[src/rtl/wiper_pkg.sv]
package wiper_pkg;
	// Wishbone register byte addresses
	localparam logic [3:0] ADDR_CMD = 4'h0;
	localparam logic [3:0] ADDR_WIPER = 4'h4;
	localparam logic [3:0] ADDR_CTRL = 4'h8;
	localparam logic [3:0] ADDR_STATUS = 4'hC;
	// Command field position in the command register
	localparam int CMD_LSB = 10;
	localparam logic [3:0] CMD_NOP = 4'h0;
	localparam logic [3:0] CMD_WRITE_WIPER = 4'h1;
	localparam logic [3:0] CMD_PROGRAM = 4'h3;
	localparam logic [3:0] CMD_SOFT_RESET = 4'h4;
	localparam logic [3:0] CMD_WRITE_CTRL = 4'h7;
	localparam logic [3:0] CMD_SHUTDOWN = 4'h9;
	// Control bit positions
	localparam int CTRL_OTP_EN = 0;
	localparam int CTRL_WIPER_WE = 1;
	localparam int CTRL_TOL_DIS = 2;
	localparam int CTRL_PROG_OK = 3;
	localparam logic [3:0] CTRL_RESET = 4'h0;
	// Memory layout
	localparam int OTP_DEPTH = 50;
	localparam logic [5:0] OTP_FIRST = 6'h01;
	// Program busy time
	localparam int PROG_TIME_MS = 350;
	localparam int CLK_HZ = 40000000;
	localparam int PROG_CYCLES = PROG_TIME_MS * (CLK_HZ / 1000);
endpackage : wiper_pkg

[src/rtl/tap_decoder.sv]
`timescale 1ns/100ps
module tap_decoder #(
	parameter int CODE_W = 10
) (
	input wire logic [CODE_W-1:0] code_in, // Wiper code
	input wire logic shutdown_in, // Open terminal A
	output logic [(1<<CODE_W)-1:0] tap_out // One-hot tap select
);
	localparam int TAPS = 1 << CODE_W;
	assign tap_out = shutdown_in ? '0 : (TAPS)'(1) << code_in;
endmodule : tap_decoder

[src/rtl/rheostat_wiper_control.sv]
`timescale 1ns/100ps
module rheostat_wiper_control #(
	parameter int CODE_W = 10,
	parameter int PROG_CYCLES = wiper_pkg::PROG_CYCLES
) (
	input wire logic clk_sys_in, // 40 MHz clock
	input wire logic nrst_in, // Power-on reset, active low
	input wire logic nrst_pin_in, // Reset pin, active low, async
	input wire logic wb_cyc_in, // Wishbone cycle
	input wire logic wb_stb_in, // Wishbone strobe
	input wire logic wb_we_in, // Wishbone write
	input wire logic [3:0] wb_adr_in, // Wishbone byte address
	input wire logic [3:0] wb_sel_in, // Wishbone byte lanes
	input wire logic [31:0] wb_dat_in, // Wishbone write data
	output logic [31:0] wb_dat_out, // Wishbone read data
	output logic wb_ack_out, // Wishbone acknowledge
	output logic busy_out, // Boot or program cycle active
	output logic shutdown_out, // Terminal A disconnected
	output logic tol_cal_en_out, // Tolerance calibration on
	output logic [CODE_W-1:0] wiper_out, // Current wiper code
	output logic [(1<<CODE_W)-1:0] tap_out // One-hot tap select
);
	localparam logic [CODE_W-1:0] MIDSCALE = CODE_W'(1) << (CODE_W - 1);
	localparam int CNT_W = $clog2(PROG_CYCLES + 1);

	typedef enum logic [1:0] {ST_BOOT, ST_RUN, ST_PROG} state_t;

	////////////////////////////////////////////////////////////////
	// Reset pin synchroniser and falling-edge detection
	logic pin_meta, pin_sync, pin_prev;
	always_ff @(posedge clk_sys_in or negedge nrst_in) begin
		if (!nrst_in) begin
			pin_meta <= 1'b1;
			pin_sync <= 1'b1;
			pin_prev <= 1'b1;
		end else begin
			pin_meta <= nrst_pin_in;
			pin_sync <= pin_meta;
			pin_prev <= pin_sync;
		end
	end
	wire pin_reset = pin_prev & ~pin_sync;

	////////////////////////////////////////////////////////////////
	// Wishbone decode
	state_t state;
	logic [CODE_W-1:0] wiper;
	logic [3:0] ctrl;
	logic shutdown;
	logic [5:0] last_loc;
	logic [CNT_W-1:0] prog_cnt;
	logic [CODE_W-1:0] otp_mem [1:wiper_pkg::OTP_DEPTH];

	wire bus_req = wb_cyc_in & wb_stb_in;
	wire bus_take = bus_req & ~wb_ack_out & (state == ST_RUN);
	wire bus_wr = bus_take & wb_we_in & wb_sel_in[0] & wb_sel_in[1];
	wire cmd_wr = bus_wr & (wb_adr_in == wiper_pkg::ADDR_CMD);
	wire [CODE_W-1:0] cmd_data = wb_dat_in[CODE_W-1:0];
	wire otp_full = (last_loc == 6'(wiper_pkg::OTP_DEPTH));

	// Command field match
	function automatic logic is_cmd(input logic [31:0] dat, input logic [3:0] code);
		is_cmd = (dat[wiper_pkg::CMD_LSB +: 4] == code);
	endfunction : is_cmd

	wire do_wiper = cmd_wr & is_cmd(wb_dat_in, wiper_pkg::CMD_WRITE_WIPER) & ctrl[wiper_pkg::CTRL_WIPER_WE];
	// A pin reset in the same cycle wins, so no program is half started
	wire do_prog = cmd_wr & is_cmd(wb_dat_in, wiper_pkg::CMD_PROGRAM) & ctrl[wiper_pkg::CTRL_OTP_EN]
		& ~otp_full & ~pin_reset;
	wire do_soft = cmd_wr & is_cmd(wb_dat_in, wiper_pkg::CMD_SOFT_RESET);
	wire do_ctrl = cmd_wr & is_cmd(wb_dat_in, wiper_pkg::CMD_WRITE_CTRL);
	wire do_sd = cmd_wr & is_cmd(wb_dat_in, wiper_pkg::CMD_SHUTDOWN);
	wire any_reset = do_soft | pin_reset;
	wire [5:0] next_loc = last_loc + 6'h01;

	// stored value, or midscale if never programmed
	wire [CODE_W-1:0] stored_code = (last_loc == 6'h00) ? MIDSCALE : otp_mem[last_loc];

	wire [31:0] rd_data;
	assign rd_data = (wb_adr_in == wiper_pkg::ADDR_WIPER) ? 32'(wiper) :
		(wb_adr_in == wiper_pkg::ADDR_CTRL) ? {28'h0000000, ctrl} :
		(wb_adr_in == wiper_pkg::ADDR_STATUS) ? {24'h000000, shutdown, (state == ST_PROG), last_loc} :
		32'h00000000;

	////////////////////////////////////////////////////////////////
	// Bus answer
	always_ff @(posedge clk_sys_in or negedge nrst_in) begin
		if (!nrst_in) begin
			wb_ack_out <= 1'b0;
			wb_dat_out <= 32'h00000000;
		end else begin
			wb_ack_out <= bus_take;
			if (bus_take) begin
				wb_dat_out <= rd_data;
			end
		end
	end

	////////////////////////////////////////////////////////////////
	// OTP memory array, written only by program commands
	always_ff @(posedge clk_sys_in) begin
		if (do_prog) begin
			otp_mem[next_loc] <= wiper;
		end
	end

	////////////////////////////////////////////////////////////////
	// Control state
	always_ff @(posedge clk_sys_in or negedge nrst_in) begin
		if (!nrst_in) begin
			state <= ST_BOOT;
			wiper <= MIDSCALE;
			ctrl <= wiper_pkg::CTRL_RESET;
			shutdown <= 1'b0;
			last_loc <= 6'h00;
			prog_cnt <= '0;
		end else begin
			case (state)
				ST_BOOT: begin
					wiper <= stored_code;
					state <= ST_RUN;
				end
				ST_PROG: begin
					// pin reset still acts while busy
					if (pin_reset) begin
						wiper <= stored_code;
						shutdown <= 1'b0;
					end
					if (prog_cnt == CNT_W'(1)) begin
						ctrl[wiper_pkg::CTRL_PROG_OK] <= 1'b1;
						state <= ST_RUN;
					end
					prog_cnt <= prog_cnt - CNT_W'(1);
				end
				default: begin
					if (any_reset) begin
						wiper <= stored_code;
						shutdown <= 1'b0;
					end else begin
						if (do_wiper) begin
							wiper <= cmd_data;
						end
						if (do_ctrl) begin
							ctrl[2:0] <= wb_dat_in[2:0];
						end
						if (do_sd) begin
							shutdown <= wb_dat_in[0];
						end
						if (do_prog) begin
							last_loc <= next_loc;
							ctrl[wiper_pkg::CTRL_PROG_OK] <= 1'b0;
							prog_cnt <= CNT_W'(PROG_CYCLES);
							state <= ST_PROG;
						end
					end
				end
			endcase
		end
	end

	assign busy_out = (state != ST_RUN);
	assign shutdown_out = shutdown;
	// bit two low keeps calibration active
	assign tol_cal_en_out = ~ctrl[wiper_pkg::CTRL_TOL_DIS];
	// shutdown never touches the wiper code
	assign wiper_out = wiper;

	////////////////////////////////////////////////////////////////
	// Tap decode
	// one of 2^CODE_W taps
	tap_decoder #(
		.CODE_W(CODE_W)
	) u_tap (
		.code_in(wiper),
		.shutdown_in(shutdown),
		.tap_out(tap_out)
	);

	////////////////////////////////////////////////////////////////
	// Checks
	a_busy_no_ack: assert property (@(posedge clk_sys_in) disable iff (!nrst_in)
		(state == ST_PROG) |=> !wb_ack_out) else $error("ack given while busy");
	a_prog_enters_busy: assert property (@(posedge clk_sys_in) disable iff (!nrst_in)
		do_prog |=> (state == ST_PROG)) else $error("program did not start busy cycle");
	a_prog_locks_wiper: assert property (@(posedge clk_sys_in) disable iff (!nrst_in)
		(state == ST_PROG && !pin_reset) |=> $stable(wiper)) else $error("wiper changed while busy");
	a_soft_reset_load: assert property (@(posedge clk_sys_in) disable iff (!nrst_in)
		do_soft |=> (wiper == $past(stored_code))) else $error("soft reset did not reload");
	a_reset_wakes: assert property (@(posedge clk_sys_in) disable iff (!nrst_in)
		any_reset |=> !shutdown) else $error("reset left shutdown set");
	a_sd_enter: assert property (@(posedge clk_sys_in) disable iff (!nrst_in)
		(do_sd && wb_dat_in[0] && !any_reset) |=> shutdown) else $error("shutdown not entered");
	a_sd_keeps_code: assert property (@(posedge clk_sys_in) disable iff (!nrst_in)
		(do_sd && !do_wiper) |=> $stable(wiper)) else $error("shutdown changed wiper");
	a_wp_blocks: assert property (@(posedge clk_sys_in) disable iff (!nrst_in)
		(cmd_wr && !ctrl[wiper_pkg::CTRL_WIPER_WE] && !any_reset) |=> $stable(wiper))
		else $error("locked wiper was written");
	a_prog_loc_step: assert property (@(posedge clk_sys_in) disable iff (!nrst_in)
		do_prog |=> (last_loc == $past(last_loc) + 6'h01)) else $error("location not advanced");
	a_prog_ok_bit: assert property (@(posedge clk_sys_in) disable iff (!nrst_in)
		(state == ST_PROG && prog_cnt == CNT_W'(1)) |=> ctrl[wiper_pkg::CTRL_PROG_OK])
		else $error("success bit not set");

	////////////////////////////////////////////////////////////////
	// Boot and reset checks
	a_boot_restore: assert property (@(posedge clk_sys_in) disable iff (!nrst_in)
		(state == ST_BOOT) |=> (wiper == $past(stored_code)))
		else $error("boot did not restore stored code");
	a_boot_one_cycle: assert property (@(posedge clk_sys_in) disable iff (!nrst_in)
		(state == ST_BOOT) |=> (state == ST_RUN))
		else $error("boot lasted more than one cycle");
	a_midscale_empty: assert property (@(posedge clk_sys_in) disable iff (!nrst_in)
		(any_reset && last_loc == 6'h00) |=> (wiper == MIDSCALE))
		else $error("empty memory reset not midscale");
	a_pin_reset_load: assert property (@(posedge clk_sys_in) disable iff (!nrst_in)
		pin_reset |=> (wiper == $past(stored_code)))
		else $error("pin reset did not reload");
	a_pin_wakes: assert property (@(posedge clk_sys_in) disable iff (!nrst_in)
		pin_reset |=> !shutdown)
		else $error("pin reset left shutdown set");
	a_reset_keeps_ctrl: assert property (@(posedge clk_sys_in) disable iff (!nrst_in)
		any_reset |=> $stable(ctrl[2:0]))
		else $error("reset changed control bits");

	////////////////////////////////////////////////////////////////
	// Bus checks
	a_take_acked: assert property (@(posedge clk_sys_in) disable iff (!nrst_in)
		bus_take |=> wb_ack_out)
		else $error("taken access not acknowledged");
	a_ack_pulse: assert property (@(posedge clk_sys_in) disable iff (!nrst_in)
		wb_ack_out |=> !wb_ack_out)
		else $error("ack longer than one cycle");

	////////////////////////////////////////////////////////////////
	// Command checks
	a_wiper_write: assert property (@(posedge clk_sys_in) disable iff (!nrst_in)
		(do_wiper && !pin_reset) |=> (wiper == $past(cmd_data)))
		else $error("enabled wiper write lost");
	a_ctrl_write: assert property (@(posedge clk_sys_in) disable iff (!nrst_in)
		(do_ctrl && !any_reset) |=> (ctrl[2:0] == $past(wb_dat_in[2:0])))
		else $error("control write lost");
	a_ctrl_hold: assert property (@(posedge clk_sys_in) disable iff (!nrst_in)
		!do_ctrl |=> $stable(ctrl[2:0]))
		else $error("control bits changed unasked");
	a_sd_leave: assert property (@(posedge clk_sys_in) disable iff (!nrst_in)
		(do_sd && !wb_dat_in[0]) |=> !shutdown)
		else $error("shutdown not left");
	a_sd_hold: assert property (@(posedge clk_sys_in) disable iff (!nrst_in)
		(!do_sd && !any_reset) |=> $stable(shutdown))
		else $error("shutdown changed unasked");

	////////////////////////////////////////////////////////////////
	// Program checks
	a_prog_clears_ok: assert property (@(posedge clk_sys_in) disable iff (!nrst_in)
		do_prog |=> !ctrl[wiper_pkg::CTRL_PROG_OK])
		else $error("success bit not cleared at start");
	a_prog_count: assert property (@(posedge clk_sys_in) disable iff (!nrst_in)
		(state == ST_PROG && prog_cnt != CNT_W'(1)) |=> (state == ST_PROG))
		else $error("busy cycle ended early");
	a_busy_flag: assert property (@(posedge clk_sys_in) disable iff (!nrst_in)
		(state == ST_PROG) |-> busy_out)
		else $error("busy flag low while programming");
	a_prog_writes_mem: assert property (@(posedge clk_sys_in) disable iff (!nrst_in)
		do_prog |=> (otp_mem[last_loc] == $past(wiper)))
		else $error("program did not store wiper code");
	a_loc_hold: assert property (@(posedge clk_sys_in) disable iff (!nrst_in)
		!do_prog |=> $stable(last_loc))
		else $error("location moved without program");
	a_otp_gate: assert property (@(posedge clk_sys_in) disable iff (!nrst_in)
		(cmd_wr && is_cmd(wb_dat_in, wiper_pkg::CMD_PROGRAM) && !ctrl[wiper_pkg::CTRL_OTP_EN])
		|=> ((state == ST_RUN) && $stable(last_loc)))
		else $error("program ran while memory locked");

	////////////////////////////////////////////////////////////////
	// Tap checks
	a_tap_onehot: assert property (@(posedge clk_sys_in) disable iff (!nrst_in)
		!shutdown |-> $onehot(tap_out))
		else $error("tap select not one-hot");
	a_tap_off: assert property (@(posedge clk_sys_in) disable iff (!nrst_in)
		shutdown |-> (tap_out == '0))
		else $error("tap selected in shutdown");
endmodule : rheostat_wiper_control

[config.mk]
export PLATFORM = sky130hd
export DESIGN_NAME = rheostat_wiper_control
export DESIGN_NICKNAME = d
export VERILOG_FILES = /design/src/rtl/wiper_pkg.sv /design/src/rtl/tap_decoder.sv /design/src/rtl/rheostat_wiper_control.sv
export SDC_FILE = /design/constraint.sdc
export NUM_CORES = 2
export LEC_CHECK = 0
export BUFFER_PORTS_ARGS = -buffer_cell sky130_fd_sc_hd__buf_4
export CAP_MARGIN = 10
export CORE_AREA = 5 5 430 432
export CTS_CLUSTER_SIZE = 8
export DETAILED_ROUTE_END_ITERATION = 6
export DIE_AREA = 0 0 435 437
export GPL_ROUTABILITY_DRIVEN = 0
export PLACE_DENSITY = 0.41
export SYNTH_ARGS = -nofsm -noshare
export SYNTH_HDL_FRONTEND = slang
export SYNTH_SLANG_ARGS = --single-unit
[constraint.sdc]
create_clock -name clk_sys_in -period 3.6 [get_ports clk_sys_in]
set_clock_uncertainty 0.05 [all_clocks]
set_input_delay 0.72 -clock clk_sys_in [delete_from_list [all_inputs] [get_ports clk_sys_in]]
set_output_delay 0.72 -clock clk_sys_in [all_outputs]
set_load 0.02 [all_outputs]
# After elaboration in Yosys (flattened, before gate mapping)
# Memories as Yosys holds them, arrays and structs flattened.
# Cells that the tools add are included.
word_totals:
  ff_bits: 83
  ram_bits: 500
  inputBits: 46
  output_inout_bits: 1070
  wordCells: 101
  memories: 1
memory_table:
  columns: ["memory", "depth", "word_bits", "rd", "rd_ports_with_merged_regs", "wr", "line_no", "source"]
  rows:
  - ["otp_mem", 50, 10, 1, 0, 1, "rheostat_wiper_control.sv:52", "logic [CODE_W-1:0] otp_mem [1:wiper_pkg::OTP_DEPTH];"]
op_classes:
  n_addsub: 2
  eq_ne: 17
  shift: 1
  muxes: 27
  bitwise_logic: 26
  reduce_logical: 15
op_table:
  columns: ["op", "n"]
  rows:
  - ["$mux 1024", 1]
  - ["$shl 1x10->1024 const A", 1]
  - ["$mux 10", 5]
  - ["$mux 24", 2]
  - ["$pmux 24 s2", 1]
  - ["$eq 24x1->1 const B", 1]
  - ["$sub 24x1->24 const B", 1]
  - ["$pmux 10 s2", 1]
  - ["$and 1x1->1", 17]
  - ["$mux 8", 2]
  - ["$reduce_and 3->1", 5]
  - ["$eq 4x3->1 const B", 3]
  - ["$eq 4x4->1 const B", 3]
  - ["$not 1->1", 8]
  - ["$mux 1", 7]
  - ["$add 6x1->6 const B", 1]
  - ["$eq 6x6->1 const B", 1]
  - ["$logic_not 6->1", 1]
  - ["$mux 2", 3]
  - ["$ne 2x1->1 const B", 3]
  - ["$reduce_bool 3->1", 2]
  - ["$eq 4x1->1 const B", 1]
  - ["$eq 4x2->1 const B", 1]
  - ["$logic_not 4->1", 1]
  - ["15 further kinds", 16]

# Logic depth before layout (Yosys ltp)
logic_depth:
  word_depth: 14
  mapped_depth: 11
  depth_no_buf: 7

# By module
# A second synthesis with hierarchy kept.
unflattened:
  hier_cells: 2886
  hier_area_um2: 31956.9
modules_own_cells:
  columns: ["module", "instances", "cells_per_inst", "area_per_inst_um2", "seq_area_each_um2"]
  rows:
  - ["rheostat_wiper_control", 1, 1377, 22957.0, 16545.9]
  - ["tap_decoder", 1, 1509, 8999.9, 0.0]

# Least setup slack after synthesis
# Ideal clock, no wire load.
synth_path:
  path_kind: "register to register"
  start: "register last_loc[0]"
  end: "memory otp_mem[14][0] (enable)"
  setup_ns: 0.376
  arrival_time_ns: 3.028
  required_time_ns: 3.174
  setup_slack_ns: 0.145
  path_stages_with_launch: 12
  synth_period_minus_slack_ns: 3.455
  path_cell_list: "dfrtp_1 -> buf_4 -> buf_4 -> buf_2 -> buf_2 -> inv_1 -> ha_1 -> a311oi_1 -> nand4_4 -> nor2_2 -> nand3_1 -> nor2_1"
synth_rtl:
  columns: ["element", "line_no", "source"]
  rows:
  - ["start, declared", "rheostat_wiper_control.sv:50", "logic [5:0] last_loc;"]
  - ["start signal, assigned", "rheostat_wiper_control.sv:150", "last_loc <= next_loc;"]
  - ["$add 6x1->6", "rheostat_wiper_control.sv:74", "wire [5:0] next_loc = last_loc + 6'h01;"]
  - ["net next_loc[0]", "rheostat_wiper_control.sv:74", null]
  - ["end, declared", "rheostat_wiper_control.sv:52", null]
# The timed path passes the listed nets, and every way through them passes these cells.

# Final worst setup path
layout_path:
  start: "register wiper[3], in the netlist wiper_out[3]"
  end: "output tap_out[55]"
layout_via:
  elab_chain_cells: 2
layout_rtl:
  columns: ["element", "line_no", "source"]
  rows:
  - ["start, declared", "rheostat_wiper_control.sv:47", "logic [CODE_W-1:0] wiper;"]
  - ["start signal, assigned", "rheostat_wiper_control.sv:120", "wiper <= stored_code;"]
  - ["start signal, assigned", "rheostat_wiper_control.sv:126", "wiper <= stored_code;"]
  - ["start signal, assigned", "rheostat_wiper_control.sv:137", "wiper <= stored_code;"]
  - ["$shl 1x10->1024", "tap_decoder.sv:10", "assign tap_out = shutdown_in ? '0 : (TAPS)'(1) << code_in;"]
  - ["$mux 1024", "tap_decoder.sv:10", null]
  - ["end, declared", "rheostat_wiper_control.sv:21", "output logic [(1<<CODE_W)-1:0] tap_out"]
# No other way between the ends.

==> run metrics <==
outcome=finished, final reports clean; final setup vio count=0; Die X=between 400 and 500 microns; number of synthesized flops with an enable pin=500; type of the worst min-delay path=input port to asynchronous set/reset pin; met1 usage=approximately 21%; mux cell area share after synthesis=9.414%; Compound-Gate Fraction of Synth Area=4.453%; Startpoint Class=register; IO Port Bufs=around 1100; worst r2r src=last_loc[1]$_DFFE_PN0P_; static leakage=approximately 17 nW; required time worst endpoint=approximately 2800 ps; Yosys reg bits=~560; met3 GRT Util=under 10%; met2 global-route usage=between 20% and 30%; max-capacitance violation count=0; hold_buf cts=0; I/O pins=1116; critical path class=register to primary output; slew at the pin with the worst max-slew slack=1174 ps; Peak Freq=around 0.29 GHz; busiest grt layer=met2; PD cells=approximately 370 nW/um^2; initial DRC count=approximately 2100; Synth cell types=74; Clock Pin Slew Worst Setup and Hold Paths=50 ps; reg2reg path depth=6; Final Critical Period=3498 ps; via count=between 20000 and 30000; commonest non-fill, non-tap cell in the layout=buf_4; DR vias/cell=4.148; initial antenna violation count=15; final count of hold timing violations=0; Die Height=about 440 microns; DRT antenna net count=0; Ys Warns=0; largest net degree at the start of global routing=71; crit path to=tap_out[55]; Setup crit end kind=primary output; ys flop type=edfxtp_1; root buffer cell=clkbuf_16; RSZ-0062 raised after global routing=true; Rows=156; Max-slew headroom=between 20 and 25%; final slew viol count=0; largest family of logic cells by synthesized area=simple AND/OR/NAND/NOR gates; htree depth=3; Adder-Cell Fraction of Synth Area=less than 1%; Die Footprint=between 150000 and 200000 sq um; Core ar.=~180000 sq um; vias in the first global route=25450; final WL=about 170000 microns; initial cell density of the core=between 10% and 20%; post-route cell area=~42000 sq um; critical path arrival=around 2700 ps; detailed placement HPWL=roughly 120000 microns; crit path from=wiper_out[3]$_DFFE_PN0P_; critical path fanouts, max=13; clk buf depth=3; # DRC=0; GRT overflow=0; share of layout cells above drive strength 1=between 30% and 40%; Final period util=97.18%; Synth async-reset ratio=a little over a tenth; most frequent cells in the layout=buf_4 (1257), nor2_1 (1125), edfxtp_1 (500); register area share after synthesis=about 59%; VDD IR-drop max=between 0.0003 and 0.0004 V; total CTS buffers=80; DR pass1 iterations=5; Syn Std Cell Area=approximately 28000 sq um; Tot GR Track Use=16.63%; r2r endpoint=wiper_out[0]$_DFFE_PN0P_; R2R Setup Slk=roughly 500 ps; CTS tree=yes; Syn Inst Count=2730; nets@finish=roughly 4000; P&R area growth vs syn=52.07%; first-pass GRT wire length=approximately 220000 microns; dpl cell area=between 30000 and 40000 sq um; post-synthesis simple-gate area fraction=between 20% and 30%; wire per inst=about 27 microns; clock latency on the worst-skew pair=~630 ps; XOR/XNOR share of the synthesized area=less than 1%; Mean Syn Cell Area=between 10 and 15 sq um; final total power=15.78 mW; CTS Sinks=approximately 560
==> worst min path at each step <==
stage	start	end	slack, ps	cells after the start
finish	nrst_in	prog_cnt[18]$_DFFE_PN0P_	170	1
global route	nrst_pin_in	pin_meta$_DFF_PN1_	150	1
CTS	nrst_pin_in	pin_meta$_DFF_PN1_	150	1
detailed placement	pin_meta$_DFF_PN1_	pin_sync$_DFF_PN1_	300	0
global placement	pin_meta$_DFF_PN1_	pin_sync$_DFF_PN1_	300	0
floorplan	pin_meta$_DFF_PN1_	pin_sync$_DFF_PN1_	300	0
==> synth_stat cells, drive strengths merged, types with 2 or more instances <==
cell type | number | area [sq um]
o221ai | 8 | 70.07
nor2 | 1135 | 4268
a21o | 2 | 15.01
xor2 | 14 | 122.6
dfrtp | 57 | 1426
xnor2 | 15 | 131.4
a32oi | 2 | 17.52
mux2i | 182 | 1822
and3 | 5 | 32.53
inv | 8 | 30.03
a2111oi | 2 | 17.52
nand2 | 171 | 641.9
o2bb2ai | 8 | 70.07
or3 | 3 | 21.27
o21ai | 28 | 140.1
ha | 5 | 62.56
mux2 | 9 | 101.4
o22ai | 9 | 56.30
buf | 65 | 420.4
a211o | 2 | 17.52
a41oi | 9 | 78.83
or4 | 3 | 30.03
nor4 | 6 | 73.82
nand3b | 6 | 45.04
nand3 | 61 | 310.3
a221oi | 4 | 35.03
nand4 | 14 | 102.6
a22oi | 62 | 465.5
edfxtp | 500 | 15010
dfstp | 4 | 105.1
nand2b | 12 | 75.07
a22o | 3 | 26.28
clkbuf | 205 | 769.5
a21oi | 21 | 108.9
nor3 | 15 | 91.34
and2 | 5 | 31.28
nor2b | 12 | 75.07
and3b | 2 | 17.52
mux4 | 31 | 698.2
o31ai | 6 | 45.04
==> sequential cells by signal (all words and copies together) (netlist names) <==
signal,cells
wb_dat_out,10
wiper_out,10
pin_sync,1
shutdown_out,1
otp_mem,500
pin_meta,1
prog_cnt,24
wb_ack_out,1
ctrl,4
last_loc,6
pin_prev,1
state,2
==> timing repair <==
| action | 4_1_cts | 5_1_grt |
|---|---|---|
| pin swaps | 1 | 0 |
| resized for setup | 18 | 26 |
| gates cloned | 1 | 0 |
| endpoints found under the setup margin | 228 | 288 |
| buffers inserted | 1 | 1 |
==> where the power goes <==
| part | total [mW] | switching [mW] | leakage [nW] | internal [mW] |
|---|---|---|---|---|
| sequential | 7.38 | 0.0902 | 5.17 | 7.29 |
| combinational | 1.51 | 1.22 | 11.0 | 0.284 |
| clock | 6.89 | 2.80 | 1.09 | 4.10 |
| total | 15.8 | 4.11 | 17.2 | 11.7 |
==> through the flow <==
stage | cells | utilization (%) | hold slack, ps | TNS [ps] | setup slack (ps)
finish | 6255 | 23.50 | 171.7 | 0 | 101.7
global route | 6253 | 23.50 | 152.1 | -119.3 | -39.28
detailed placement | 6138 | 22.15 | 304.1 | 0 | 216.2
floorplan | 2751 | - | 295.2 | 0 | 145.4
CTS | 6252 | 23.45 | 145.8 | -16060 | -252.6
global placement | 6138 | 22.15 | 304.5 | 0 | 212.2
==> worst max-delay path, cell delays in order, from the launching register on <==
cell and delay, ps:
dfrtp_2 500, nand2b_1 250, nor2_2 310, nand2_2 310, buf_4 350, nor2_1 160
buf_4 170
==> kinds of logic after synthesis <==
group	count (synthesis)
XOR/XNOR	29
AND/OR/NAND/NOR	1458
AO/OA/AOI/OAI	175
multiplexers	222
buffers and inverters	279
other	1
adder cells (fa/ha/maj)	5
flip-flops	561
==> routing by layer <==
| metal | wire length (microns) | up-vias |
|---|---|---|
| met4 | 3545 | 0 |
| met1 | 69290 | 12920 |
| met2 | 83890 | 1321 |
| met3 | 11870 | 206 |
| li1 | - | 11500 |
| met5 | 0 | - |
==> cell type report <==
class                   instances  area, sq um
clock inverters                 7        133.9
flip-flops and latches        561        16570
inverters                       9        33.78
well taps                    2370         2965
diodes                          2        5.005
clock buffers                 105         2117
repair buffers               1289         9998
multi-input cells            1912        10520
fillers                     19510       137800
Note: power is estimated with default switching activity, not from simulation.
